===== src/verilog/nco_pkg.sv =====
// Behaviour
// Accumulator is 20 bits over low, high and upper-nibble byte registers.
// Bits 7:4 of both upper-nibble registers read as zero.
// The accumulator has a 24-bit register space but keeps only 20 bits.
// Accumulator moves on oscillator edges; multi-byte reads are not atomic.
// Software must not write the accumulator while the oscillator runs.
// Step is 20 bits over low, high and upper-nibble byte registers.
// Reset sets the step to one: low byte 0x01, others zero.
// Shadow takes the whole step on the oscillator falling edge after a low write.
// Software writes upper and high step bytes before the low byte.
// While disabled, any step write loads the shadow at once.
// Overflow sets a sticky flag that software clears in its handler.
// Each enabled rising edge adds the shadow modulo 2^20; carry means overflow.
package nco_pkg;
  localparam int ACC_W = 20;
  localparam int ADDR_W = 8;
  // Register byte addresses
  localparam logic [7:0] OFS_CONTROL = 8'h00;
  localparam logic [7:0] OFS_CLK_CFG = 8'h04;
  localparam logic [7:0] OFS_ACC_LOW = 8'h08;
  localparam logic [7:0] OFS_ACC_HIGH = 8'h0C;
  localparam logic [7:0] OFS_ACC_UPPER = 8'h10;
  localparam logic [7:0] OFS_STEP_LOW = 8'h14;
  localparam logic [7:0] OFS_STEP_HIGH = 8'h18;
  localparam logic [7:0] OFS_STEP_UPPER = 8'h1C;
  localparam logic [7:0] OFS_IRQ_STATUS = 8'h20;
  localparam logic [7:0] OFS_IRQ_MASK = 8'h24;
  // Control field positions
  localparam int CTRL_ENABLE_BIT = 7;
  localparam int CTRL_OUT_BIT = 5;
  localparam int CTRL_POL_BIT = 4;
  localparam int CTRL_PFM_BIT = 0;
  localparam logic [7:0] CLK_CFG_MASK = 8'hE3;
  localparam logic [7:0] UPPER_MASK = 8'h0F;
  // Values after reset
  localparam logic [ACC_W-1:0] STEP_RESET = 20'h00001;
  localparam logic [ACC_W-1:0] ACC_RESET = 20'h00000;
  localparam logic [7:0] CLK_CFG_RESET = 8'h00;
  // Byte lanes of the accumulator
  typedef enum logic [1:0] {
    LANE_LOW = 2'b00,
    LANE_HIGH = 2'b01,
    LANE_UPPER = 2'b10
  } lane_t;
  // One software write into the accumulator
  typedef struct packed {
    logic valid;
    lane_t lane;
    logic [7:0] data;
  } acc_wr_t;
endpackage : nco_pkg


===== src/verilog/nco_core.sv =====
`timescale 1ns/1ps
module nco_core
  import nco_pkg::*;
(
  // Clock and reset
  input wire logic pclk,
  input wire logic presetn,
  // Control from the register file
  input wire logic enable,
  input wire logic osc_clk_in,
  input wire logic [ACC_W-1:0] phase_step,
  input wire logic step_low_wr,
  input wire logic step_any_wr,
  input wire acc_wr_t acc_wr,
  // State back to the register file
  output logic [ACC_W-1:0] phase_accumulator,
  output logic [ACC_W-1:0] step_shadow,
  output logic overflow
);
  logic osc_prev;
  logic rise;
  logic fall;
  logic pending;
  logic load_idle;
  logic [ACC_W:0] sum;

  // Edge detection on the oscillator input, sampled by pclk
  always_ff @(posedge pclk or negedge presetn) begin
    if (!presetn) begin
      osc_prev <= 1'b0;
    end else begin
      osc_prev <= osc_clk_in;
    end
  end
  assign rise = osc_clk_in & ~osc_prev;
  assign fall = ~osc_clk_in & osc_prev;
  assign sum = {1'b0, phase_accumulator} + {1'b0, step_shadow};

  // Low-byte write arms the shadow load; a new write beats the clear
  always_ff @(posedge pclk or negedge presetn) begin
    if (!presetn) begin
      pending <= 1'b0;
    end else if (enable && step_low_wr) begin
      pending <= 1'b1;
    end else if (fall || !enable) begin
      pending <= 1'b0;
    end
  end

  // Idle load follows the write by one cycle so the step register is settled
  always_ff @(posedge pclk or negedge presetn) begin
    if (!presetn) begin
      load_idle <= 1'b0;
    end else begin
      load_idle <= step_any_wr & ~enable;
    end
  end

  // All three bytes move together, hence the low byte must come last
  always_ff @(posedge pclk or negedge presetn) begin
    if (!presetn) begin
      step_shadow <= STEP_RESET;
    end else if (load_idle) begin
      step_shadow <= phase_step;
    end else if (enable && pending && fall) begin
      step_shadow <= phase_step; // see R8
    end
  end

  // Software write wins; writing while running gives no defined result
  always_ff @(posedge pclk or negedge presetn) begin
    if (!presetn) begin
      phase_accumulator <= ACC_RESET;
    end else if (acc_wr.valid) begin
      unique case (acc_wr.lane)
        LANE_LOW: phase_accumulator[7:0] <= acc_wr.data; // see R1
        LANE_HIGH: phase_accumulator[15:8] <= acc_wr.data;
        LANE_UPPER: phase_accumulator[19:16] <= acc_wr.data[3:0]; // see R1
        default: phase_accumulator <= phase_accumulator;
      endcase
    end else if (enable && rise) begin
      phase_accumulator <= sum[ACC_W-1:0]; // see R12
    end
  end

  // Carry out of the top bit is a one-cycle overflow pulse
  always_ff @(posedge pclk or negedge presetn) begin
    if (!presetn) begin
      overflow <= 1'b0;
    end else begin
      overflow <= enable & rise & ~acc_wr.valid & sum[ACC_W];
    end
  end

  a_shadow_falling: assert property (@(posedge pclk) disable iff (!presetn)
    (enable && pending && fall && !load_idle) |=> step_shadow == $past(phase_step))
    else $error("shadow did not load on falling edge");
  a_shadow_idle_load: assert property (@(posedge pclk) disable iff (!presetn)
    (step_any_wr && !enable) |=> ##1 step_shadow == $past(phase_step))
    else $error("shadow not loaded after idle step write");
  a_acc_add_mod: assert property (@(posedge pclk) disable iff (!presetn)
    (enable && rise && !acc_wr.valid) |=>
      phase_accumulator == ACC_W'($past(phase_accumulator) + $past(step_shadow)))
    else $error("accumulator add wrong");
  a_acc_holds_still: assert property (@(posedge pclk) disable iff (!presetn)
    (!(enable && rise) && !acc_wr.valid) |=> $stable(phase_accumulator))
    else $error("accumulator moved without edge");
  a_overflow_carry: assert property (@(posedge pclk) disable iff (!presetn)
    overflow |-> $past(enable && rise && !acc_wr.valid) &&
      ($past(phase_accumulator) > phase_accumulator))
    else $error("overflow without carry");
  c_shadow_load: cover property (@(posedge pclk) disable iff (!presetn)
    enable && pending && fall);
  c_overflow: cover property (@(posedge pclk) disable iff (!presetn) overflow);
endmodule : nco_core


===== src/verilog/nco_regs.sv =====
`timescale 1ns/1ps
module nco_regs
  import nco_pkg::*;
(
  // Clock and reset
  input wire logic pclk,
  input wire logic presetn,
  // APB slave
  input wire logic psel,
  input wire logic penable,
  input wire logic pwrite,
  input wire logic [ADDR_W-1:0] paddr,
  input wire logic [31:0] pwdata,
  output logic [31:0] prdata,
  output logic pready,
  output logic pslverr,
  // Oscillator input and results
  input wire logic oscillator_input_clock,
  output logic osc_out,
  output logic irq
);
  logic oscillator_enable;
  logic ctrl_pol;
  logic ctrl_pfm;
  logic [7:0] clk_cfg;
  logic [ACC_W-1:0] phase_step;
  logic overflow_flag;
  logic overflow_irq_enable;
  logic out_toggle;
  logic [ACC_W-1:0] phase_accumulator;
  logic [ACC_W-1:0] step_shadow;
  logic overflow;
  logic setup;
  logic wr_now;
  logic mapped;
  logic [7:0] read_byte;
  logic step_low_wr;
  logic step_any_wr;
  acc_wr_t acc_wr;

  // Bus phases; the slave never waits
  assign setup = psel & ~penable;
  assign wr_now = psel & penable & pwrite;
  assign pready = 1'b1;

  // Address decode and read value
  always_comb begin
    mapped = 1'b1;
    read_byte = 8'h00;
    unique case (paddr)
      OFS_CONTROL: begin
        read_byte = {oscillator_enable, 1'b0, out_toggle ^ ctrl_pol, ctrl_pol,
                     3'b000, ctrl_pfm};
      end
      OFS_CLK_CFG: read_byte = clk_cfg & CLK_CFG_MASK;
      OFS_ACC_LOW: read_byte = phase_accumulator[7:0];
      OFS_ACC_HIGH: read_byte = phase_accumulator[15:8];
      OFS_ACC_UPPER: read_byte = {4'h0, phase_accumulator[19:16]}; // see R2
      OFS_STEP_LOW: read_byte = phase_step[7:0];
      OFS_STEP_HIGH: read_byte = phase_step[15:8];
      OFS_STEP_UPPER: read_byte = {4'h0, phase_step[19:16]}; // see R2
      OFS_IRQ_STATUS: read_byte = {7'h00, overflow_flag};
      OFS_IRQ_MASK: read_byte = {7'h00, overflow_irq_enable};
      default: mapped = 1'b0;
    endcase
  end

  // Read data and error are captured in setup, so they come from flops
  always_ff @(posedge pclk or negedge presetn) begin
    if (!presetn) begin
      prdata <= 32'h00000000;
      pslverr <= 1'b0;
    end else if (setup) begin
      prdata <= {24'h000000, pwrite ? 8'h00 : read_byte};
      pslverr <= ~mapped;
    end
  end

  // Control and clock configuration
  always_ff @(posedge pclk or negedge presetn) begin
    if (!presetn) begin
      oscillator_enable <= 1'b0;
      ctrl_pol <= 1'b0;
      ctrl_pfm <= 1'b0;
      clk_cfg <= CLK_CFG_RESET;
    end else if (wr_now && paddr == OFS_CONTROL) begin
      oscillator_enable <= pwdata[CTRL_ENABLE_BIT];
      ctrl_pol <= pwdata[CTRL_POL_BIT];
      ctrl_pfm <= pwdata[CTRL_PFM_BIT];
    end else if (wr_now && paddr == OFS_CLK_CFG) begin
      clk_cfg <= pwdata[7:0] & CLK_CFG_MASK;
    end
  end

  // Step bytes; the low byte is what arms the shadow load
  always_ff @(posedge pclk or negedge presetn) begin
    if (!presetn) begin
      phase_step <= STEP_RESET;
    end else if (wr_now) begin
      unique case (paddr)
        OFS_STEP_LOW: phase_step[7:0] <= pwdata[7:0];
        OFS_STEP_HIGH: phase_step[15:8] <= pwdata[7:0];
        OFS_STEP_UPPER: phase_step[19:16] <= pwdata[3:0];
        default: phase_step <= phase_step;
      endcase
    end
  end
  assign step_low_wr = wr_now && paddr == OFS_STEP_LOW;
  assign step_any_wr = wr_now && (paddr == OFS_STEP_LOW || paddr == OFS_STEP_HIGH ||
                                  paddr == OFS_STEP_UPPER);

  // Accumulator writes go straight to the core
  always_comb begin
    acc_wr.valid = wr_now;
    acc_wr.data = pwdata[7:0];
    acc_wr.lane = LANE_LOW;
    unique case (paddr)
      OFS_ACC_LOW: acc_wr.lane = LANE_LOW;
      OFS_ACC_HIGH: acc_wr.lane = LANE_HIGH;
      OFS_ACC_UPPER: acc_wr.lane = LANE_UPPER;
      default: acc_wr.valid = 1'b0;
    endcase
  end

  // Sticky overflow flag; a new overflow beats a write-one clear
  always_ff @(posedge pclk or negedge presetn) begin
    if (!presetn) begin
      overflow_flag <= 1'b0;
    end else if (overflow) begin
      overflow_flag <= 1'b1;
    end else if (wr_now && paddr == OFS_IRQ_STATUS && pwdata[0]) begin
      overflow_flag <= 1'b0;
    end
  end

  // Interrupt mask
  always_ff @(posedge pclk or negedge presetn) begin
    if (!presetn) begin
      overflow_irq_enable <= 1'b0;
    end else if (wr_now && paddr == OFS_IRQ_MASK) begin
      overflow_irq_enable <= pwdata[0];
    end
  end

  // Output toggles on each overflow, giving half the overflow rate
  always_ff @(posedge pclk or negedge presetn) begin
    if (!presetn) begin
      out_toggle <= 1'b0;
      osc_out <= 1'b0;
    end else begin
      if (overflow) begin
        out_toggle <= ~out_toggle;
      end
      osc_out <= out_toggle ^ ctrl_pol;
    end
  end

  // Level interrupt needs the module enabled as well as the mask
  assign irq = overflow_flag & overflow_irq_enable & oscillator_enable;

  nco_core u_core (
    .pclk(pclk),
    .presetn(presetn),
    .enable(oscillator_enable),
    .osc_clk_in(oscillator_input_clock),
    .phase_step(phase_step),
    .step_low_wr(step_low_wr),
    .step_any_wr(step_any_wr),
    .acc_wr(acc_wr),
    .phase_accumulator(phase_accumulator),
    .step_shadow(step_shadow),
    .overflow(overflow)
  );

  a_upper_reads_zero: assert property (@(posedge pclk) disable iff (!presetn)
    (setup && !pwrite && (paddr == OFS_ACC_UPPER || paddr == OFS_STEP_UPPER))
      |=> prdata[31:4] == 28'h0000000)
    else $error("upper register high bits not zero");
  a_acc_high_lane: assert property (@(posedge pclk) disable iff (!presetn)
    (setup && !pwrite && paddr == OFS_ACC_HIGH) |=>
      prdata[7:0] == $past(phase_accumulator[15:8]))
    else $error("accumulator high byte read wrong");
  a_step_low_write: assert property (@(posedge pclk) disable iff (!presetn)
    (wr_now && paddr == OFS_STEP_LOW) |=> phase_step[7:0] == $past(pwdata[7:0]))
    else $error("step low byte not stored");
  a_flag_sets: assert property (@(posedge pclk) disable iff (!presetn)
    overflow |=> overflow_flag ##1 (overflow_flag || $past(wr_now)))
    else $error("overflow flag not set");
  a_irq_follows: assert property (@(posedge pclk) disable iff (!presetn)
    (overflow && overflow_irq_enable && oscillator_enable && !wr_now) |=> irq)
    else $error("interrupt not raised");
  c_flag_clear: cover property (@(posedge pclk) disable iff (!presetn) $fell(overflow_flag));
  c_bus_error: cover property (@(posedge pclk) disable iff (!presetn)
    psel && penable && pslverr);
endmodule : nco_regs


===== config.mk =====
export PLATFORM = sky130hd
export DESIGN_NAME = nco_regs
export DESIGN_NICKNAME = d
export VERILOG_FILES = /design/src/verilog/nco_pkg.sv /design/src/verilog/nco_core.sv /design/src/verilog/nco_regs.sv
export SDC_FILE = /design/constraint.sdc
export NUM_CORES = 1
export LEC_CHECK = 0
export BUFFER_PORTS_ARGS = -buffer_cell sky130_fd_sc_hd__buf_2
export CELL_PAD_IN_SITES_DETAIL_PLACEMENT = 0
export CELL_PAD_IN_SITES_GLOBAL_PLACEMENT = 1
export CORE_MARGIN = 8
export CORE_UTILIZATION = 48
export CTS_CLUSTER_DIAMETER = 30
export DETAILED_ROUTE_END_ITERATION = 8
export PLACE_DENSITY = 0.91
export REMOVE_ABC_BUFFERS = 1
export SETUP_SLACK_MARGIN = 0.3
export SYNTH_ARGS = -nofsm -noshare
export SYNTH_HDL_FRONTEND = slang
export SYNTH_SLANG_ARGS = --single-unit

===== constraint.sdc =====
create_clock -name pclk -period 4.5 [get_ports pclk]
set_clock_uncertainty 0.05 [all_clocks]
set_input_delay 0.45 -clock pclk [delete_from_list [all_inputs] [get_ports pclk]]
set_output_delay 0.45 -clock pclk [all_outputs]
set_load 0.03 [all_outputs]

==> metrics.yaml, run 1 <==
status: "finished, final reports clean"
yosys.area_share.simple_pct: 15.39
synth-seq-cells: 85
cts_setup_buffers: 0
final.setup.tns_ns: 0
die_y_um: 119.9
crit_start: "u_core.step_shadow[0]"
r2r_start: "u_core.step_shadow[0]"
synthAdderAreaFrac_pct: 5.220
synth_ff_type: "dfrtp_1"
leakagePower_nw: 2.602
ant_nets: 0
layout_commonest_cell: "dfrtp_1"
drive_gt1_share_pct: 21.18
wire_per_inst_um: 19.47
final_cell_mix: "dfrtp_1 (83), mux2_2 (51), nor2_1 (42)"
htree_levels: 3
rsz0062_at_grt: "no"
fillCellCount: 953
seq_area_sq_um: 2130
fin_util_pct: 52.19
coreArea_sq_um: 10700
muxShareOfSynthArea_pct: 14.81
timing.hold.ws_ns: 0.1860
portBuffers: 32
synth.distinct_cells: 69
relSlewSlack_pct: 27.80
tightest_slew_ns: 1.083
grt_pass1_vias: 4000
synth_compound_area_share_pct: 16.19
max-clock-path-buffers: 2
p_int_mw: 1.189
dieArea_sq_um: 14370
powerDensity_nw_per_um2: 289.5
yosysWarnings: 0
clkSinkCount: 85
p_sw_mw: 0.4270
maxCapViolations: 0
grt_max_degree: 86
hpwl_mm: 9.802
gp_congestion: 0.8841
stdcell_count: 683
drc: 0
synth-xor-area-share_pct: 1.353
setup_violations: 0
ys_async_sr_fraction_pct: 100.0
drtIter0Drc: 302
synth_cells: 514
hold_class: "primary input to flop"
critPathKind: "flop to flop"
worstPathMaxFanout: 4
initial_utilization_pct: 48.40
wl_mm: 13.30
power_mw: 1.616
multi_input_area_sq_um: 2843
grt_overflow_total: 0
slew_violations: 0
via_per_inst: 5.981
clkSlewWorstSetupHoldPaths_ns: 0.08
dp_cells: 668
hold_path_startpoint: "oscillator_input_clock"
synth_edf_count: 0
power_frac_comb_pct: 11.9
min_period_ns: 2.832
grt_pass1_wl_mm: 21.24
nNetsFinal: 606
p_clk_share_pct: 38.0
ys_seq_area_share_pct: 41.13
cts_root_buf: "clkbuf_8"
ir_worst_vdd_uv: 153.9
netlist_area_sq_um: 5177
seqPwrFrac_pct: 50.1
num_rows: 38
antenna_found_initial: 0
area_delta_synth_final_pct: 7.830
finalHoldViolations: 0
arrival_ns: 3.04
grt_usage_pct: 18.78
cp-end-kind: "flop"
cp.required_ns: 4.70
cts_tree: "done"
diodes: 0
vias: 4085
p_sw_share_pct: 26.41
cts_hold_buf: 0
chipWidth_um: 119.9
max_freq_mhz: 353.1
post_cts_resized: 0
cts_inserted_buffers: 9
insertion_delay_ns: 0.37
start_kind: "flop"
dr.pass1.iters: 5
synth_top_family_by_area: "compound AO/OA/AOI/OAI gates"
finalCritPeriodShare_pct: 62.93
io_pins: 82
synth.avg_cell_area_sq_um: 10.07
-- per-stage QoR --
step	area, sq um	setup WS (ns)
after floorplan	4992	1.862
after global placement	5359	1.645
after detailed placement	5359	1.624
after CTS	5583	1.667
after global routing	5583	1.499
final	5583	1.668
-- cells in the mapped netlist, types with 12 or more instances --
cell type,n,share of area [%]
ha_1,20,4.8
o21ai_0,22,2.1
mux2_2,51,11
nor3_1,12,1.2
nand2_1,39,2.8
buf_4,27,3.9
a31oi_1,12,1.4
dfrtp_1,83,40
nand3_1,16,1.5
mux2i_1,17,3.3
a21oi_1,25,2.4
nor2_1,42,3.0
-- path summary, 6_finish.rpt --
path,end,slack (ns),cells after the start
max,u_core.overflow,1.67,9
min,u_core.osc_prev,0.19,1
max reg2reg,u_core.overflow,1.67,9
min reg2reg,out_toggle,0.43,1
max in group asynchronous,phase_step[13],3.48,1
min in group asynchronous,prdata[6],0.21,1
-- worst max-delay path, stage by stage (launching register included) --
cell and delay [ns]:
dfstp_2 0.54, ha_1 0.18, inv_1 0.06, fa_1 0.37, nand2b_1 0.19, a21oi_1 0.37, o2111ai_1 0.26, a21oi_1 0.30
o21ai_0 0.13, a21oi_1 0.27
-- sequential cells by signal, summed over array words and instances (netlist names), 5 cells and up --
| signal | cells |
|---|---|
| prdata | 8 |
| phase_step | 20 |
| u_core.step_shadow | 20 |
| u_core.phase_accumulator | 20 |
| clk_cfg | 5 |
-- cell type report --
class                      count  share of cell area, %
tap                          140                  3.138
timing repair buffer          35                  3.317
sequential                    85                  38.14
clock inverter                 3                  1.233
multi-input combinational    401                  50.92
clock buffer                  12                  2.779
inverter                       7                 0.4706
-- cells by family after synthesis --
logic type                 after synthesis
DFF                                     85
xor gates and xnor gates                 8
buffers and inverters                   51
muxes                                   69
AOI/OAI and AO/OA                      119
adders and majority gates               21
other                                    2
and+or+nand+nor                        159
-- power groups by stage --
stage	clock (mW)	sequential, mW	combinational, mW
after floorplan	0	0.818	0.124
after global placement	0	0.823	0.185
after detailed placement	0	0.824	0.190
after CTS	0.627	0.810	0.191
after global routing	0.653	0.813	0.212
final	0.615	0.810	0.192
-- metal layers --
metal / track usage [%] / share of wire [%] / routed length [um] / vias up
li1: - / - / - / 1901
met5: 0 / 0 / 0 / -
met4: 8.119 / 2.4 / 323 / 0
met2: 29.13 / 46 / 6152 / 144
met3: 5.214 / 7.3 / 970 / 22
met1: 24.11 / 44 / 5851 / 2018
Note: power is estimated with default switching activity, not from simulation.
==> run 2, diff against run 1 <==
--- a/config.mk
+++ b/config.mk
@@ -5,14 +5,15 @@
 export SDC_FILE = /design/constraint.sdc
 export NUM_CORES = 1
 export LEC_CHECK = 0
+export ABC_AREA = 1
 export BUFFER_PORTS_ARGS = -buffer_cell sky130_fd_sc_hd__buf_2
 export CELL_PAD_IN_SITES_DETAIL_PLACEMENT = 0
 export CELL_PAD_IN_SITES_GLOBAL_PLACEMENT = 1
 export CORE_MARGIN = 8
-export CORE_UTILIZATION = 48
+export CORE_UTILIZATION = 38
 export CTS_CLUSTER_DIAMETER = 30
 export DETAILED_ROUTE_END_ITERATION = 8
-export PLACE_DENSITY = 0.91
+export PLACE_DENSITY = 0.82
 export REMOVE_ABC_BUFFERS = 1
 export SETUP_SLACK_MARGIN = 0.3
 export SYNTH_ARGS = -nofsm -noshare
==> constraint.sdc (replaced) <==
create_clock -name pclk -period 2.42 [get_ports pclk]
set_clock_uncertainty 0.05 [all_clocks]
set_input_delay 0.242 -clock pclk [delete_from_list [all_inputs] [get_ports pclk]]
set_output_delay 0.242 -clock pclk [all_outputs]
set_load 0.03 [all_outputs]
==> run 2 against run 1 <==
Effect of this change:
- worst setup slack worse by 1.3 ns
- first-iteration DRC count increased by 12%
- sequential share of layout area decreased by 3.3 points
- clock power up 110%
- count of clock-buffer cells in the layout is 2 lower
- combinational power rose to 3.4 times the previous value
- highest routed layer unchanged
- register-to-register slack lost 1.3 ns
- die area up 27%
- sequential power is 90% higher
==> metrics.yaml, run 2 <==
synth_commonest_cells: "nand2_1 (224), inv_1 (91), dfrtp_1 (83)"
ir_worst_vdd_uv: 466.8  # +200%
largest_registers: "phase_step: 20 flops, u_core.phase_accumulator: 20 flops, u_core.step_shadow: 20 flops"
htree_levels: 3  # unchanged
finalHoldViolations: 0  # unchanged
insertion_delay_ns: 0.35  # -0.02 ns
whs_endpoint: "overflow_irq_enable"
max-clock-path-buffers: 2  # unchanged
synth_top_area_share_pct: 38.43  # -1.7 points
wl_mm: 15.01  # +13%
holdPathStages: 3  # +2
timing.hold.ws_ns: 0.06112  # -0.1248 ns
synth_compound_area_share_pct: 10.53  # -5.7 points
grt_max_degree: 32  # -63%
dr.pass1.iters: 5  # unchanged
critPathKind: "flop to flop"
grt_overflow_total: 0  # unchanged
antenna_found_initial: 0  # unchanged
worstPathMaxFanout: 4  # unchanged
diodes: 0  # unchanged
ys_async_sr_fraction_pct: 100.0  # unchanged
fillCellCount: 1484  # +56%
cts_root_buf: "clkbuf_16"
ys_seq_area_share_pct: 39.40  # -1.7 points
clkSinkCount: 85  # unchanged
ys_top_cells_by_area: "dfrtp_1 (38%), nand2_1 (16%), inv_1 (6.3%)"
stdcell_area_sq_um: 6105  # +9.3%
yosys.area.top_type: "dfrtp_1"
synth-seq-cells: 85  # unchanged
grt_pass1_vias: 4690  # +17%
cp-end-kind: "flop"
via_per_inst: 4.907  # -18%
cpMaxStageDelayCell: "dfstp_2"
cp.required_ns: 2.61  # -2.09 ns
r2r_end: "u_core.phase_accumulator[14]"
yosys.area_share.simple_pct: 29.10  # +14 points
path_cells: "ha_4 > inv_2 > fa_2 > inv_2 > nand3_2 > nand3_4 > nand2_2 > nand2_2 > nand2_2 > a21oi_2 > nor2_1 > nor2_1 > nor2_1"
r2r_cells: 13  # +4
place_area_sq_um: 5708  # +6.5%
arrival_ns: 2.23  # -0.81 ns
final.setup.tns_ns: 0  # unchanged
hold_path_startpoint: "pwdata[0]"
cp.depth: 13  # +4
final_cell_mix: "nand2_1 (220), inv_1 (89), dfrtp_1 (83)"
tightest_slew_ns: 0.6599  # -0.4231 ns
hpwl_mm: 11.76  # +20%
synthAdderAreaFrac_pct: 5.000  # -0.22 points
r2r_slack_ns: 0.38  # -1.28 ns
synth_ff_type: "dfrtp_1"
drive_gt1_share_pct: 15.57  # -5.6 points
relSlewSlack_pct: 56.01  # +28 points
nNetsFinal: 852  # +41%
synth-xor-area-share_pct: 1.296  # -0.057 points
drc: 0  # unchanged
die_y_um: 135.3  # +13%
muxShareOfSynthArea_pct: 2.708  # -12 points
cts_tree: "done"
multi_input_area_sq_um: 2808  # -1.2%
leakagePower_nw: 3.288  # +26%
synth_edf_count: 0  # unchanged
area_delta_synth_final_pct: 12.94
chipWidth_um: 135.3  # +13%
drtIter0Drc: 339  # +12%
dieArea_sq_um: 18300  # +27%
crit_buf_inv: 2  # +1
grt_pass1_wl_mm: 24.57  # +16%
post-place-ws_ns: 0.1184  # -1.506 ns
grt_usage_pct: 17.19  # -1.6 points
portBuffers: 32  # unchanged
finalCritPeriodShare_pct: 84.15  # +21 points
io_pins: 82  # unchanged
start_kind: "flop"
wire_per_inst_um: 15.48  # -20%
synth.avg_cell_area_sq_um: 7.304  # -27%
netlist_area_sq_um: 5405  # +4.4%
slowest_delay_ns: 0.55  # about the same
crit_family: "simple AND/OR/NAND/NOR gates"
p_int_mw: 2.404  # +100%
p_clk_share_pct: 36.9  # -1.1 points
power_frac_comb_pct: 18.7  # +6.8 points
synth_cells: 740  # +44%
coreArea_sq_um: 13880  # +30%
rsz0062_at_grt: "yes"
ant_nets: 0  # unchanged
initial_utilization_pct: 38.94  # -9.5 points
seqPwrFrac_pct: 44.4  # -5.7 points
min_period_ns: 2.036  # -0.7956 ns
layout_commonest_cell: "nand2_1"
clkSlewWorstSetupHoldPaths_ns: 0.06  # -0.02 ns
slew_violations: 0  # unchanged
power_mw: 3.479  # +120%
r2r_start: "u_core.step_shadow[0]"
num_rows: 43  # +13%
status: "finished, final reports clean"
yosysWarnings: 0  # unchanged
synth_top_family_by_area: "simple AND/OR/NAND/NOR gates"
p_sw_mw: 1.075  # +150%
max_freq_mhz: 491.1  # +39%
hold_class: "primary input to flop"
gp_congestion: 0.9146  # +3.4%
seq_area_sq_um: 2130  # unchanged
powerDensity_nw_per_um2: 569.9  # +97%
cts_inserted_buffers: 9  # unchanged
synthMostInstantiatedCell: "nand2_1"
fin_ws_ns: 0.3836  # -1.284 ns
vias: 4760  # +17%
synth.distinct_cells: 39  # -43%
setup_violations: 0  # unchanged
p_sw_share_pct: 30.91  # +4.5 points
maxCapViolations: 0  # unchanged
run 2: worst max-delay path by stage:
stage	start	endpoint
CTS	u_core.step_shadow[0]	u_core.phase_accumulator[14]
global placement	u_core.step_shadow[0]	u_core.phase_accumulator[14]
finish	u_core.step_shadow[0]	u_core.phase_accumulator[14]
detailed placement	u_core.step_shadow[0]	u_core.phase_accumulator[14]
floorplan	u_core.step_shadow[0]	u_core.phase_accumulator[14]
global route	u_core.step_shadow[0]	u_core.phase_accumulator[14]
run 2: routing by layer:
metal	share of wire [%]	GRT usage [%]
met3	4.3	2.485
met2	46	27.46
met1	47	23.02
met5	0	0
met4	2.1	6.601
run 2: power groups by stage:
stage | combinational [mW] | sequential (mW) | clock, mW
after floorplan | 0.428 | 1.55 | 0
after global placement | 0.607 | 1.57 | 0
after detailed placement | 0.606 | 1.57 | 0
after CTS | 0.621 | 1.54 | 1.31
after global routing | 0.737 | 1.55 | 1.36
final | 0.651 | 1.54 | 1.28
run 2: final cells by class:
cell class                 count  area share (%)
clock inverter                 6          0.6559
tap                          180           3.689
timing repair buffer          48           4.919
sequential                    85           34.88
multi-input combinational    543           45.99
inverter                      98           6.108
clock buffer                  10           3.751
run 2: kinds of logic after synthesis:
kind of cell             after synthesis
adder cells (fa/ha/maj)               21
multiplexers                          13
AND/OR/NAND/NOR                      367
other                                  2
XOR/XNOR                               8
buffers and inverters                135
flip-flops                            85
AO/OA/AOI/OAI                        109
run 2: worst register-to-register path, stage by stage, from the launching register on:
cell	delay (ns)
dfstp_2	0.55
ha_4	0.16
inv_2	0.04
fa_2	0.35
inv_2	0.08
nand3_2	0.08
nand3_4	0.09
nand2_2	0.05
nand2_2	0.08
nand2_2	0.06
a21oi_2	0.13
nor2_1	0.05
nor2_1	0.10
nor2_1	0.05
run 2: timing repair:
action                     in CTS  in global routing
hold endpoints to repair       28                  0
buffers inserted                1                  2
pin swaps                       0                  7
resized for setup               4                 18
hold buffers                    2                  0
gates cloned                    0                  0
setup endpoints to repair       7                  9
run 2: through the flow:
step / utilization (%) / std cells
6_report: 43.98 / 970
5_1_grt: 43.98 / 970
4_1_cts: 43.38 / 968
3_5_place_dp: 41.12 / 949
3_3_place_gp: 41.12 / 949
2_1_floorplan: - / 726
